==> src/common/fcp_pkg.sv <==
// Purpose : Shared constants for the cascadable parity FIFO block
// Assumes : 18-bit words, AHB-Lite register access with 32-bit data
// Notes   : Register offsets are byte addresses of aligned words

package fcp_pkg;

	// ----------------------------------------------------------------
	// Data path
	// ----------------------------------------------------------------
	localparam int unsigned WORD_W    = 18;
	localparam int unsigned DEPTH_DEF = 64;
	localparam int unsigned THR_W     = 16;
	localparam int unsigned LO_PAR    = 8;   // Ninth bit of the low half
	localparam int unsigned HI_PAR    = 17;  // Ninth bit of the high half

	// Program word parity fields
	localparam int unsigned PAR_EN_BIT  = 17;
	localparam int unsigned PAR_CHK_BIT = 16;
	localparam int unsigned PAR_ODD_BIT = 15;
	localparam logic [WORD_W-1:0] PROG_RST = 18'h00000;

	// Threshold defaults, distance from the boundary in words
	localparam logic [THR_W-1:0] AE_THR_RST = 16'h0010;
	localparam logic [THR_W-1:0] AF_THR_RST = 16'h0010;
	localparam logic             AE_RST     = 1'b1;

	// ----------------------------------------------------------------
	// Register map
	// ----------------------------------------------------------------
	localparam int unsigned DEC_W = 8;
	localparam logic [DEC_W-1:0] ADDR_CTRL   = 8'h00;
	localparam logic [DEC_W-1:0] ADDR_PROG   = 8'h04;
	localparam logic [DEC_W-1:0] ADDR_AE_THR = 8'h08;
	localparam logic [DEC_W-1:0] ADDR_AF_THR = 8'h0c;
	localparam logic [DEC_W-1:0] ADDR_STATUS = 8'h10;

	localparam int unsigned CTRL_CASCADE = 0;

	// Status field positions
	localparam int unsigned ST_EMPTY  = 0;
	localparam int unsigned ST_FULL   = 1;
	localparam int unsigned ST_AE     = 2;
	localparam int unsigned ST_HF     = 3;
	localparam int unsigned ST_AF     = 4;
	localparam int unsigned ST_WTOK   = 5;
	localparam int unsigned ST_RTOK   = 6;
	localparam int unsigned ST_FIRST  = 7;
	localparam int unsigned ST_COUNT  = 16;

	localparam logic [1:0] HRESP_OKAY = 2'b00;

	// ----------------------------------------------------------------
	// Start-up sequencing
	// ----------------------------------------------------------------
	localparam logic [1:0] STRAP_WAIT = 2'h3;

	typedef enum logic [1:0] {
		FCP_ST_RESET = 2'b00,
		FCP_ST_STRAP = 2'b01,
		FCP_ST_RUN   = 2'b10
	} fcp_state_e;

endpackage : fcp_pkg

==> src/hdl/fcp_sync.sv <==
// Purpose : Two-stage synchroniser for a bundle of pin levels
// Assumes : Each bit is an independent level from outside the clock domain
// Notes   : Only the second stage leaves this module
`timescale 1ns/1ps

module fcp_sync #(
	parameter int unsigned W = 1
) (
	input  wire logic         i_clk,
	input  wire logic         i_rst,
	input  wire logic [W-1:0] i_d,
	output logic      [W-1:0] o_q
);

	logic [W-1:0] meta_q;

	// Two flip-flops in series
	always_ff @(posedge i_clk or posedge i_rst) begin
		if (i_rst) begin
			meta_q <= '0;
			o_q    <= '0;
		end else begin
			meta_q <= i_d;
			o_q    <= meta_q;
		end
	end

endmodule : fcp_sync

==> src/hdl/fcp_fifo.sv <==
// Purpose : Cascadable 18-bit FIFO with parity and almost-empty update
// Assumes : Write and read clock pins are sampled on I_SYS_CLK
// Notes   : Registers over AHB-Lite, zero wait states
//
// Overview of operation
// - First device gets both tokens after reset
// - Only one device holds read enable
// - Token holder pulses expansion output to hand over
// - Output floats on next read edge
// - Program write configures every device identically
// - Cascaded: parity only, almost flags unavailable
// - Program read: first device drives program word
// - Program read: other devices keep outputs floating
// - Program bits select parity enable, check, odd
// - Check mode reports mismatch when word read
// - Read at 34 words clears almost-empty
// - Read from 33 to 32 sets almost-empty
// - Almost-empty on read edges, others write edges
// - Generate mode stores and outputs computed parity
// - Check mode clears ninth bit on error
//
// Added by the designer: the AHB-Lite register port and the register addresses.
`timescale 1ns/1ps

module fcp_fifo #(
	parameter int unsigned DEPTH = fcp_pkg::DEPTH_DEF
) (
	input  wire logic        I_SYS_CLK,
	input  wire logic        I_RST,
	// AHB-Lite slave
	input  wire logic        I_HSEL,
	input  wire logic [31:0] I_HADDR,
	input  wire logic [1:0]  I_HTRANS,
	input  wire logic        I_HWRITE,
	input  wire logic [2:0]  I_HSIZE,
	input  wire logic [31:0] I_HWDATA,
	input  wire logic        I_HREADY,
	output logic      [31:0] O_HRDATA,
	output logic             O_HREADYOUT,
	output logic      [1:0]  O_HRESP,
	// FIFO pins
	input  wire logic        I_WRITE_CLOCK,
	input  wire logic        I_READ_CLOCK,
	input  wire logic        I_WRITE_ENABLE_N,
	input  wire logic        I_READ_ENABLE_N,
	input  wire logic [17:0] I_DATA,
	input  wire logic        I_PROG_WRITE,
	input  wire logic        I_PROG_READ,
	input  wire logic        I_FIRST_DEVICE_STRAP_N,
	input  wire logic        I_EXPANSION_IN_WR_N,
	input  wire logic        I_EXPANSION_IN_RD_N,
	output logic             O_EXPANSION_OUT_WR_N,
	output logic             O_EXPANSION_OUT_RD_N,
	output logic      [17:0] O_Q,
	output logic             O_Q_OE,
	output logic      [1:0]  O_PARITY_GEN_OUT,
	output logic      [1:0]  O_PARITY_ERROR_OUT_N,
	output logic             O_EMPTY_N,
	output logic             O_FULL_N,
	output logic             O_ALMOST_EMPTY_STATE,
	output logic             O_HALF_FULL_FLAG,
	output logic             O_PROGRAMMABLE_ALMOST_FLAG
);

	localparam int unsigned PTR_W = $clog2(DEPTH);
	localparam int unsigned CNT_W = PTR_W + 1;
	localparam int unsigned SYN_W = 27;
	localparam logic [CNT_W-1:0] CNT_FULL = CNT_W'(DEPTH);
	localparam logic [CNT_W-1:0] CNT_HALF = CNT_W'(DEPTH / 2);
	localparam logic [CNT_W-1:0] CNT_ONE  = CNT_W'(1);

	// ----------------------------------------------------------------
	// Helper functions
	// ----------------------------------------------------------------

	// Parity bit that makes a byte even or odd overall
	function automatic logic gen_par(input logic [7:0] b, input logic odd);
		gen_par = (^b) ^ odd;
	endfunction : gen_par

	// High when a nine-bit half matches the selected parity
	function automatic logic chk_ok(input logic [8:0] h, input logic odd);
		chk_ok = ((^h) == odd);
	endfunction : chk_ok

	// Circular pointer advance
	function automatic logic [PTR_W-1:0] ptr_inc(input logic [PTR_W-1:0] p);
		if (p == PTR_W'(DEPTH - 1)) begin
			ptr_inc = '0;
		end else begin
			ptr_inc = p + PTR_W'(1);
		end
	endfunction : ptr_inc

	// ----------------------------------------------------------------
	// Pin synchronisation
	// ----------------------------------------------------------------
	logic [SYN_W-1:0] syn;
	logic             s_wclk;
	logic             s_rclk;
	logic             s_wen_n;
	logic             s_ren_n;
	logic [17:0]      s_data;
	logic             s_prog_w;
	logic             s_prog_r;
	logic             s_strap_n;
	logic             s_xi_wr_n;
	logic             s_xi_rd_n;

	fcp_sync #(
		.W (SYN_W)
	) u_sync (
		.i_clk (I_SYS_CLK),
		.i_rst (I_RST),
		.i_d   ({I_WRITE_CLOCK, I_READ_CLOCK, I_WRITE_ENABLE_N, I_READ_ENABLE_N,
		         I_DATA, I_PROG_WRITE, I_PROG_READ, I_FIRST_DEVICE_STRAP_N,
		         I_EXPANSION_IN_WR_N, I_EXPANSION_IN_RD_N}),
		.o_q   (syn)
	);

	// Split the synchronised bundle
	assign {s_wclk, s_rclk, s_wen_n, s_ren_n, s_data, s_prog_w, s_prog_r,
	        s_strap_n, s_xi_wr_n, s_xi_rd_n} = syn;

	// ----------------------------------------------------------------
	// Edge detection on synchronised pins
	// ----------------------------------------------------------------
	logic wclk_q;
	logic rclk_q;
	logic xi_wr_q;
	logic xi_rd_q;
	logic wr_tick;
	logic rd_tick;
	logic xi_wr_hit;
	logic xi_rd_hit;

	// Previous samples for edge detection
	always_ff @(posedge I_SYS_CLK or posedge I_RST) begin
		if (I_RST) begin
			wclk_q  <= 1'b0;
			rclk_q  <= 1'b0;
			xi_wr_q <= 1'b0;
			xi_rd_q <= 1'b0;
		end else begin
			wclk_q  <= s_wclk;
			rclk_q  <= s_rclk;
			xi_wr_q <= s_xi_wr_n;
			xi_rd_q <= s_xi_rd_n;
		end
	end

	// Rising clock edges and falling expansion edges
	assign wr_tick   = s_wclk & ~wclk_q;
	assign rd_tick   = s_rclk & ~rclk_q;
	assign xi_wr_hit = ~s_xi_wr_n & xi_wr_q;
	assign xi_rd_hit = ~s_xi_rd_n & xi_rd_q;

	// ----------------------------------------------------------------
	// Registers
	// ----------------------------------------------------------------
	logic [31:0]       ctrl_q;
	logic [17:0]       prog_q;
	logic [15:0]       ae_thr_q;
	logic [15:0]       af_thr_q;
	logic              cascade;
	logic              par_en;
	logic              par_chk;
	logic              par_odd;

	assign cascade = ctrl_q[fcp_pkg::CTRL_CASCADE];
	assign par_en  = prog_q[fcp_pkg::PAR_EN_BIT];
	assign par_chk = prog_q[fcp_pkg::PAR_CHK_BIT];
	assign par_odd = prog_q[fcp_pkg::PAR_ODD_BIT];

	// ----------------------------------------------------------------
	// Start-up strap capture
	// ----------------------------------------------------------------
	fcp_pkg::fcp_state_e state_q;
	logic [1:0]          wait_q;
	logic                first_q;

	// Latches the strap once synchronised
	always_ff @(posedge I_SYS_CLK or posedge I_RST) begin
		if (I_RST) begin
			state_q <= fcp_pkg::FCP_ST_RESET;
			wait_q  <= 2'h0;
			first_q <= 1'b0;
		end else begin
			case (state_q)
				fcp_pkg::FCP_ST_RESET: begin
					state_q <= fcp_pkg::FCP_ST_STRAP;
				end
				fcp_pkg::FCP_ST_STRAP: begin
					wait_q <= wait_q + 2'h1;
					if (wait_q == fcp_pkg::STRAP_WAIT) begin
						first_q <= ~s_strap_n;
						state_q <= fcp_pkg::FCP_ST_RUN;
					end
				end
				fcp_pkg::FCP_ST_RUN: begin
					state_q <= fcp_pkg::FCP_ST_RUN;
				end
				default: begin
					state_q <= fcp_pkg::FCP_ST_RESET;
				end
			endcase
		end
	end

	// ----------------------------------------------------------------
	// Tokens and transfer qualification
	// ----------------------------------------------------------------
	logic             run;
	logic             wtok_q;
	logic             rtok_q;
	logic             has_wtok;
	logic             has_rtok;
	logic [CNT_W-1:0] count_q;
	logic [CNT_W-1:0] count_d;
	logic             empty;
	logic             full;
	logic             wr_ok;
	logic             rd_ok;
	logic             wpass;
	logic             rpass;

	assign run      = (state_q == fcp_pkg::FCP_ST_RUN);
	assign has_wtok = ~cascade | wtok_q;
	assign has_rtok = ~cascade | rtok_q;
	assign empty    = (count_q == '0);
	assign full     = (count_q == CNT_FULL);
	assign wr_ok    = run & wr_tick & ~s_wen_n & ~s_prog_w & has_wtok & ~full;
	assign rd_ok    = run & rd_tick & ~s_ren_n & ~s_prog_r & has_rtok & ~empty;

	// Hand over when this device fills or drains
	assign wpass = cascade & wr_ok & ~rd_ok & (count_q == CNT_FULL - CNT_ONE);
	assign rpass = cascade & rd_ok & ~wr_ok & (count_q == CNT_ONE);

	// Token ownership; ring arrival wins
	always_ff @(posedge I_SYS_CLK or posedge I_RST) begin
		if (I_RST) begin
			wtok_q <= 1'b0;
			rtok_q <= 1'b0;
		end else if (state_q == fcp_pkg::FCP_ST_STRAP && wait_q == fcp_pkg::STRAP_WAIT) begin
			wtok_q <= ~s_strap_n;
			rtok_q <= ~s_strap_n;
		end else begin
			if (xi_wr_hit) begin
				wtok_q <= 1'b1;
			end else if (wpass) begin
				wtok_q <= 1'b0;
			end
			if (xi_rd_hit) begin
				rtok_q <= 1'b1;
			end else if (rpass) begin
				rtok_q <= 1'b0;
			end
		end
	end

	// One-cycle active-low expansion pulses
	always_ff @(posedge I_SYS_CLK or posedge I_RST) begin
		if (I_RST) begin
			O_EXPANSION_OUT_WR_N <= 1'b1;
			O_EXPANSION_OUT_RD_N <= 1'b1;
		end else begin
			O_EXPANSION_OUT_WR_N <= ~wpass;
			O_EXPANSION_OUT_RD_N <= ~rpass;
		end
	end

	// ----------------------------------------------------------------
	// Storage and pointers
	// ----------------------------------------------------------------
	logic [17:0]      mem [DEPTH];
	logic [PTR_W-1:0] wptr_q;
	logic [PTR_W-1:0] rptr_q;
	logic [17:0]      wword;
	logic [17:0]      rword;

	// Word as stored, with parity bits replaced per mode
	always_comb begin
		wword = s_data;
		if (par_en && !par_chk) begin
			wword[fcp_pkg::LO_PAR] = gen_par(s_data[7:0], par_odd);
			wword[fcp_pkg::HI_PAR] = gen_par(s_data[16:9], par_odd);
		end else if (par_en && par_chk) begin
			wword[fcp_pkg::LO_PAR] = chk_ok(s_data[8:0], par_odd);
			wword[fcp_pkg::HI_PAR] = chk_ok(s_data[17:9], par_odd);
		end
	end

	assign rword = mem[rptr_q];

	// Memory write
	always_ff @(posedge I_SYS_CLK) begin
		if (wr_ok) begin
			mem[wptr_q] <= wword;
		end
	end

	// Pointers and word count
	assign count_d = count_q + CNT_W'(wr_ok) - CNT_W'(rd_ok);

	always_ff @(posedge I_SYS_CLK or posedge I_RST) begin
		if (I_RST) begin
			wptr_q  <= '0;
			rptr_q  <= '0;
			count_q <= '0;
		end else begin
			if (wr_ok) begin
				wptr_q <= ptr_inc(wptr_q);
			end
			if (rd_ok) begin
				rptr_q <= ptr_inc(rptr_q);
			end
			count_q <= count_d;
		end
	end

	// ----------------------------------------------------------------
	// Flags
	// ----------------------------------------------------------------
	logic ae_q;
	logic hf_q;
	logic af_q;

	// Almost-empty follows read edges only, enable or not
	always_ff @(posedge I_SYS_CLK or posedge I_RST) begin
		if (I_RST) begin
			ae_q <= fcp_pkg::AE_RST;
		end else if (run && rd_tick) begin
			ae_q <= ~cascade & ({{(16-CNT_W){1'b0}}, count_d} <= ae_thr_q);
		end
	end

	// Half-full and almost-full follow write edges only
	always_ff @(posedge I_SYS_CLK or posedge I_RST) begin
		if (I_RST) begin
			hf_q <= 1'b0;
			af_q <= 1'b0;
		end else if (run && wr_tick) begin
			hf_q <= (count_d > CNT_HALF);
			af_q <= ~cascade & ({{(16-CNT_W){1'b0}}, count_d} + af_thr_q
			        >= {{(16-CNT_W){1'b0}}, CNT_FULL});
		end
	end

	assign O_EMPTY_N                  = ~empty;
	assign O_FULL_N                   = ~full;
	assign O_ALMOST_EMPTY_STATE       = ae_q;
	assign O_HALF_FULL_FLAG           = hf_q;
	assign O_PROGRAMMABLE_ALMOST_FLAG = ae_q | af_q;

	// ----------------------------------------------------------------
	// Output bus and parity pins
	// ----------------------------------------------------------------

	// Read data, program read, and bus enable
	always_ff @(posedge I_SYS_CLK or posedge I_RST) begin
		if (I_RST) begin
			O_Q                  <= '0;
			O_Q_OE               <= 1'b0;
			O_PARITY_GEN_OUT     <= 2'h0;
			O_PARITY_ERROR_OUT_N <= 2'h3;
		end else if (run && s_prog_r) begin
			O_Q_OE <= first_q;
			if (first_q) begin
				O_Q <= prog_q;
			end
		end else begin
			if (rd_tick) begin
				O_Q_OE <= has_rtok;
			end
			if (rd_ok) begin
				O_Q <= rword;
				if (par_en && !par_chk) begin
					O_PARITY_GEN_OUT <= {rword[fcp_pkg::HI_PAR], rword[fcp_pkg::LO_PAR]};
				end else begin
					O_PARITY_GEN_OUT <= 2'h0;
				end
				if (par_en && par_chk) begin
					O_PARITY_ERROR_OUT_N <= {rword[fcp_pkg::HI_PAR], rword[fcp_pkg::LO_PAR]};
				end else begin
					O_PARITY_ERROR_OUT_N <= 2'h3;
				end
			end
		end
	end

	// ----------------------------------------------------------------
	// AHB-Lite slave
	// ----------------------------------------------------------------
	logic                    dp_wr_q;
	logic [fcp_pkg::DEC_W-1:0] dp_addr_q;
	logic                    ap_take;
	logic [fcp_pkg::DEC_W-1:0] ap_addr;
	logic [31:0]             status;

	assign ap_take = I_HSEL & I_HREADY & I_HTRANS[1];
	assign ap_addr = I_HADDR[fcp_pkg::DEC_W-1:0];

	// Status word
	always_comb begin
		status = 32'h00000000;
		status[fcp_pkg::ST_EMPTY] = empty;
		status[fcp_pkg::ST_FULL]  = full;
		status[fcp_pkg::ST_AE]    = ae_q;
		status[fcp_pkg::ST_HF]    = hf_q;
		status[fcp_pkg::ST_AF]    = af_q;
		status[fcp_pkg::ST_WTOK]  = wtok_q;
		status[fcp_pkg::ST_RTOK]  = rtok_q;
		status[fcp_pkg::ST_FIRST] = first_q;
		status[fcp_pkg::ST_COUNT +: CNT_W] = count_q;
	end

	// Address phase capture and read data
	always_ff @(posedge I_SYS_CLK or posedge I_RST) begin
		if (I_RST) begin
			dp_wr_q   <= 1'b0;
			dp_addr_q <= '0;
			O_HRDATA  <= 32'h00000000;
		end else if (I_HREADY) begin
			dp_wr_q   <= ap_take & I_HWRITE;
			dp_addr_q <= ap_addr;
			if (ap_take && !I_HWRITE) begin
				case (ap_addr)
					fcp_pkg::ADDR_CTRL:   O_HRDATA <= ctrl_q;
					fcp_pkg::ADDR_PROG:   O_HRDATA <= {14'h0000, prog_q};
					fcp_pkg::ADDR_AE_THR: O_HRDATA <= {16'h0000, ae_thr_q};
					fcp_pkg::ADDR_AF_THR: O_HRDATA <= {16'h0000, af_thr_q};
					fcp_pkg::ADDR_STATUS: O_HRDATA <= status;
					default:              O_HRDATA <= 32'h00000000;
				endcase
			end
		end
	end

	// Writable registers; pin program write and bus write share prog_q
	always_ff @(posedge I_SYS_CLK or posedge I_RST) begin
		if (I_RST) begin
			ctrl_q   <= 32'h00000000;
			prog_q   <= fcp_pkg::PROG_RST;
			ae_thr_q <= fcp_pkg::AE_THR_RST;
			af_thr_q <= fcp_pkg::AF_THR_RST;
		end else if (dp_wr_q) begin
			case (dp_addr_q)
				fcp_pkg::ADDR_CTRL: ctrl_q <= {31'h00000000, I_HWDATA[fcp_pkg::CTRL_CASCADE]};
				fcp_pkg::ADDR_PROG: prog_q <= I_HWDATA[17:0];
				fcp_pkg::ADDR_AE_THR: begin
					if (!cascade) begin
						ae_thr_q <= I_HWDATA[15:0];
					end
				end
				fcp_pkg::ADDR_AF_THR: begin
					if (!cascade) begin
						af_thr_q <= I_HWDATA[15:0];
					end
				end
				default: begin
					ctrl_q <= ctrl_q;
				end
			endcase
		end else if (run && wr_tick && s_prog_w) begin
			prog_q <= s_data;
		end
	end

	assign O_HREADYOUT = 1'b1;
	assign O_HRESP     = fcp_pkg::HRESP_OKAY;

endmodule : fcp_fifo

==> config.mk <==
export PLATFORM = sky130hd
export DESIGN_NAME = fcp_fifo
export DESIGN_NICKNAME = d
export VERILOG_FILES = /design/src/common/fcp_pkg.sv /design/src/hdl/fcp_sync.sv /design/src/hdl/fcp_fifo.sv
export SDC_FILE = /design/constraint.sdc
export NUM_CORES = 2
export LEC_CHECK = 0
export BUFFER_PORTS_ARGS = -buffer_cell sky130_fd_sc_hd__buf_2
export CORE_UTILIZATION = 35
export CTS_CLUSTER_DIAMETER = 50
export DETAILED_ROUTE_END_ITERATION = 10
export MAX_ROUTING_LAYER = met4
export PLACE_DENSITY_LB_ADDON = 0.08
export SKIP_CTS_REPAIR_TIMING = 1
export SLEW_MARGIN = 30
export SYNTH_ARGS = -nofsm -noshare
export SYNTH_HDL_FRONTEND = slang
export SYNTH_HIERARCHICAL = 1
export SYNTH_SLANG_ARGS = --single-unit
==> constraint.sdc <==
create_clock -name I_SYS_CLK -period 8.9 [get_ports I_SYS_CLK]
set_input_delay 2.67 -clock I_SYS_CLK [delete_from_list [all_inputs] [get_ports I_SYS_CLK]]
set_output_delay 2.67 -clock I_SYS_CLK [all_outputs]
set_load 0.02 [all_outputs]
# --- Word-level counts from Yosys, hierarchy flattened ---
# Memory sizes are Yosys's and may differ from the RTL's.
# Index checks and enable logic that the tools add are counted.
totals:
  regBits: 204
  mem_bits_rw: 1152
  in_bits: 101
  out_inout_bits: 65
  word_cells: 165
  mem_count: 1
mem_list:
  columns: ["name", "words", "word_bits", "rd", "rd_clocked_by_memory_dff", "wr", "line", "rtl"]
  rows:
  - ["mem", 64, 18, 1, 0, 1, "fcp_fifo.sv:275", "logic [17:0] mem [DEPTH];"]
classes:
  addsub: 6
  order_cmp: 3
  n_eq_ne: 20
  n_mux: 27
  bitwise: 47
  n_reduce_logical: 31
ops:
  columns: ["cell", "n"]
  rows:
  - ["$pmux 23 s5", 1]
  - ["$mux 18", 6]
  - ["$eq 8x4->1 const B", 4]
  - ["$and 1x1->1", 25]
  - ["$reduce_xor 9->1", 2]
  - ["$not 1->1", 17]
  - ["$add 7x16->16", 1]
  - ["$eq 8x3->1 const B", 2]
  - ["$ge 16x7->1 const B", 1]
  - ["$le 7x16->1", 1]
  - ["$logic_not 8->1", 2]
  - ["$reduce_xor 8->1", 2]
  - ["$mux 1", 14]
  - ["$add 6x1->6 const B", 2]
  - ["$eq 6x6->1 const B", 2]
  - ["$mux 6", 2]
  - ["$reduce_and 2->1", 6]
  - ["$eq 8x5->1 const B", 1]
  - ["$logic_and 1x1->1", 8]
  - ["$add 7x1->7", 1]
  - ["$eq 7x1->1 const B", 1]
  - ["$eq 7x6->1 const B", 1]
  - ["$eq 7x7->1 const B", 1]
  - ["$gt 7x6->1 const B", 1]
  - ["17 further kinds", 30]

# --- Logic depth before layout (Yosys ltp) ---
logic_depth:
  ltp_word: 13
  depth_mapped: 24
  depth_no_buf: 22

# --- Cells and area by module ---
# Netlist, hierarchy kept.
modules_own_cells:
  columns: ["module", "n_inst", "cells_each", "area_each_um2", "seq_area_each_um2"]
  rows:
  - ["fcp_fifo", 1, 2653, 51479.4, 38130.3]
  - ["fcp_sync", 1, 55, 1355.0, 1351.3]

# --- Worst setup path before layout ---
# No wires, ideal clock.
synth_path:
  kind: "register to register"
  from: "reg count_q[2]"
  to: "reg af_q"
  setup_time_ns: 0.082
  arrival_ns: 4.473
  required_ns: 8.818
  path_slack_ns: 4.345
  stages_incl_launch_ff: 25
  n_path_buf: 2
  period_less_slack_ns: 4.555
  path_cell_list: "dfrtp_1 inv_1 ha_1 and4bb_2 nand2b_1 and4b_1 buf_2 clkbuf_1 xnor2_1 ha_1 inv_1 fa_1 nand2b_1 a21oi_1 o21ai_0 a21oi_1 nor2_1 xor2_1 inv_1 ha_1 o21ai_0 nor2_1 and3_1 o211a_1 a31oi_1"
synth_via:
  elab_cells_between_ends: 11
  cone_classes: "add/sub: 3; order compare: 1; eq/ne: 1; bitwise: 5; reduce/logical: 1"
synth_rtl:
  columns: ["element", "line", "rtl"]
  rows:
  - ["start, declared", "fcp_fifo.sv:218", "logic [CNT_W-1:0] count_q;"]
  - ["start signal, assigned", "fcp_fifo.sv:317", "count_q <= count_d;"]
  - ["$logic_not 7->1", "fcp_fifo.sv:230", "assign empty = (count_q == '0);"]
  - ["$not 1->1", null, null]
  - ["via O_EMPTY_N", "fcp_fifo.sv:58", "output logic O_EMPTY_N,"]
  - ["$and 1x1->1", "fcp_fifo.sv:233", "assign rd_ok = run & rd_tick & ~s_ren_n & ~s_prog_r & has_rtok & ~empty;"]
  - ["$sub 7x1->7", "fcp_fifo.sv:303", "assign count_d = count_q + CNT_W'(wr_ok) - CNT_W'(rd_ok);"]
  - ["via count_d[6]", "fcp_fifo.sv:219", "logic [CNT_W-1:0] count_d;"]
  - ["$add 7x16->16", "fcp_fifo.sv:344", "af_q <= ~cascade & ({{(16-CNT_W){1'b0}}, count_d} + af_thr_q"]
  - ["$ge 16x7->1", "fcp_fifo.sv:345", ">= {{(16-CNT_W){1'b0}}, CNT_FULL});"]
  - ["$and 1x1->1", "fcp_fifo.sv:344", null]
  - ["end signal, assigned", "fcp_fifo.sv:344", null]
  - ["end, declared", "fcp_fifo.sv:326", "logic af_q;"]
# The timed path passes the listed nets, and every way through them passes these cells.
# A chain may end at the register's enable or synchronous reset.

# --- Worst setup path in the final report ---
layout_path:
  from: "reg state_q[0]"
  to: "reg af_q"
layout_via:
  elab_chain_len: 11
  elab_cells_between_ends: 17
  cone_classes: "add/sub: 3; order compare: 1; eq/ne: 1; bitwise: 11; reduce/logical: 1"
layout_lines:
  columns: ["element", "line", "rtl"]
  rows:
  - ["start, declared", "fcp_fifo.sv:178", "fcp_pkg::fcp_state_e state_q;"]
  - ["start signal, assigned", "fcp_fifo.sv:185", "state_q <= fcp_pkg::FCP_ST_RESET;"]
  - ["start signal, assigned", "fcp_fifo.sv:191", "state_q <= fcp_pkg::FCP_ST_STRAP;"]
  - ["start signal, assigned", "fcp_fifo.sv:197", "state_q <= fcp_pkg::FCP_ST_RUN;"]
  - ["$eq 2x2->1 *", "fcp_fifo.sv:227", "assign run = (state_q == fcp_pkg::FCP_ST_RUN);"]
  - ["$and 1x1->1 (5 in a row)", "fcp_fifo.sv:232", "assign wr_ok = run & wr_tick & ~s_wen_n & ~s_prog_w & has_wtok & ~full;"]
  - ["$add 7x1->7", "fcp_fifo.sv:303", null]
  - ["$sub 7x1->7 *", "fcp_fifo.sv:303", null]
  - ["via count_d[4]", "fcp_fifo.sv:219", null]
  - ["$add 7x16->16 *", "fcp_fifo.sv:344", null]
  - ["$ge 16x7->1 *", "fcp_fifo.sv:345", null]
  - ["$and 1x1->1 *", "fcp_fifo.sv:344", null]
# Mark *: on every way through the listed nets, which the timed path passes. The rest lies on a longest branch.

==> run summary <==
CP endpoint kind - flip-flop
RR Endpoint - af_q
WP data required - 9.53 ns
Tmin final - 5.47 ns
LEAKAGE - 0.0204 uW
DRC viols - 0
register area share after synthesis - 74.7%
worst hold endpoint - u_sync/o_q[14]
most common cell after layout, fill and taps aside - edfxtp_1
Die Span X - 391 um
YS warnings - 6
critical path class - reg -> reg
initial antenna violation count - 4
R2R Setup Slk - 3.43 ns
R2R depth - 21
worst min path class - reg -> reg
core area - 150000 um2
Max-Slew Margin vs Limit - 34.3%
maximum VDD drop - 0.227 mV
Final ANT Viol Nets - 0
setup TNS - 0 ns
pwr dens - 283 nW/um2
Die Ht - 391 um
final net count - 3064
die footprint - 153000 um2
IO Pins - 166
Final Slew Violations - 0
most frequent cells in the layout - 1152 x edfxtp_1, 284 x mux4_2, 169 x dfrtp_1
initial detailed-routing violation count - 2075
fillers - 13300
Worst setup SP type - flip-flop
H-tree Lvls - 4
Hold WS - 0.344 ns
post-route clock period utilization - 61.5%
routed wire length - 146000 um
Starting Density - 35.3%
final RePlAce weighted congestion - 0.843
Rows - 142
routed via count - 26600
Synth cell types - 67
largest net degree at the start of global routing - 99
status - complete, no violations
Placed Area - 56300 um2
EDFF count, synth - 1152
WL/cell - 28.7 um
CTS sink count - 1347
TritonCTS clock tree - done
design area - 61700 um2
fmax - 0.183 GHz
hold path cells - 0
Sequential Area - 39500 um2
min-delay src - u_sync/meta_q[14]
Mapped Cells - 2708
number of max-cap violations - 0
total track usage - 19.9%
Detail Placement HPWL - 84000 um
Max clock buf depth - 3
final setup violation count - 0
vias per std cell - 5.25
Hold Vio Cnt, Final - 0
Slew @ Worst Pin - 0.984 ns
global-route wire length before repair - 208000 um
prevailing post-synth register cell - edfxtp_1
layout cells sized above 1 - 28.7%
CP arrival - 6.10 ns
clock skew - 0.0396 ns
Area Overhead vs Synth - 16.7%
DR pass1 iterations - 5
final setup margin - 3.43 ns
final core occ - 41.2%
clock latency on the worst-skew pair - 0.77 ns
reg2reg start - state_q[0]
syn avg cell area - 19.5 um2
CTS Buf Count - 159
pre-CTS setup slack - 3.47 ns
flops & latches, synth - 1347
unrepaired setup endpoints after global routing - false
vias in the first global route - 28100
Reg clk slew, reported paths - 0.06 ns
crit-path max FO - 9
Syn Std Cell Area - 52800 um2
total grt overflow - 0
clk root buf - clkbuf_16
Async SR Flop Fraction - 14.5%
Port Buffer Count - 111
area of the multi-input gates - 12800 um2
[where the power goes]
| part | leakage, uW | internal, uW | switching, uW | total (uW) |
|---|---|---|---|---|
| Combinational | 0.00514 | 1520 | 2130 | 3650 |
| Clock | 0.00260 | 4000 | 2570 | 6570 |
| Sequential | 0.0127 | 7050 | 206 | 7250 |
| Total | 0.0204 | 12600 | 4910 | 17500 |
[cells in the mapped netlist, types with 28 or more instances]
cell type / number / area [um2]
dfrtp_1: 188 / 4700
mux2_2: 39 / 439
a22oi_1: 28 / 210
clkbuf_1: 49 / 184
a22o_1: 38 / 333
edfxtp_1: 1152 / 34600
ha_1: 30 / 375
nand2_1: 115 / 432
a21oi_1: 30 / 150
nor2_1: 130 / 488
nor3_1: 48 / 240
buf_2: 53 / 265
o21ai_0: 76 / 380
inv_1: 37 / 139
mux4_2: 284 / 6400
o22ai_1: 32 / 200
buf_4: 31 / 233
mux2i_1: 110 / 1100
[registers in the layout (all words and copies together) (netlist names), 16 cells and up]
| signal | cells |
|---|---|
| O_HRDATA | 23 |
| ae_thr_q | 16 |
| af_thr_q | 16 |
| prog_q | 18 |
| u_sync/o_q | 27 |
| mem | 1152 |
| u_sync/meta_q | 27 |
| O_Q | 18 |
[layer usage]
layer	vias up	global-route usage (%)	wire length (um)
met3	185	3.43	6540
met4	0	5.50	3400
li1	11400	-	-
met1	14400	26.2	63700
met5	-	-	0
met2	585	31.8	72100
[area by class of cell]
cell class              count  area share [%]
clock buffers             205            7.17
diodes                      1         0.00406
flip-flops and latches   1347            64.1
well taps                2016            4.09
clock inverters            82            1.48
multi-input cells        1180            20.7
repair buffers            204            2.20
inverters                  39           0.250
[worst max-delay path, stage by stage (launching register included)]
cell and delay [ns]:
dfrtp_1 0.38, inv_1 0.10, ha_1 0.24, nand2_1 0.09, nor2_2 0.43, nand3_1 0.62
xnor2_1 0.34, ha_1 0.21, inv_1 0.06, fa_1 0.43, nand2b_1 0.17, a21oi_1 0.23
nor2_1 0.08, xnor2_1 0.33, ha_1 0.20, o211ai_1 0.08, o21ai_0 0.49, nor2_1 0.13
nor3_1 0.27, mux2i_1 0.11, nor3_1 0.23, a31oi_1 0.12
[worst max-delay path by stage]
stage	cells after the start	endpoint	slack, ns	startpoint
after floorplan	1	O_HALF_FULL_FLAG	2.46	I_RST
after global placement	21	af_q	3.54	state_q[0]
after detailed placement	21	af_q	3.47	state_q[0]
after CTS	21	af_q	3.40	state_q[0]
after global routing	21	af_q	3.11	state_q[0]
final	21	af_q	3.43	state_q[0]
[stage by stage]
step           power [uW]  instances
6_report            17500       5074
5_1_grt             18200       5073
4_1_cts             17700       5071
3_5_place_dp        11100       4784
3_3_place_gp        11000       4783
2_1_floorplan        9810       2718
[cells by family (layout without fill, tap and decap cells)]
family / Yosys count / in the layout / share of synthesized area, %
AOI/OAI and AO/OA: 284 / 284 / 3.64
xor gates and xnor gates: 33 / 33 / 0.547
adders and majority gates: 32 / 32 / 0.786
buffers and inverters: 191 / 530 / 1.86
DFF: 1347 / 1347 / 74.7
muxes: 433 / 433 / 15.0
other: 2 / 13 / 0.0142
and+or+nand+nor: 386 / 386 / 3.41
No activity file was read; power rests on OpenSTA's default activity.
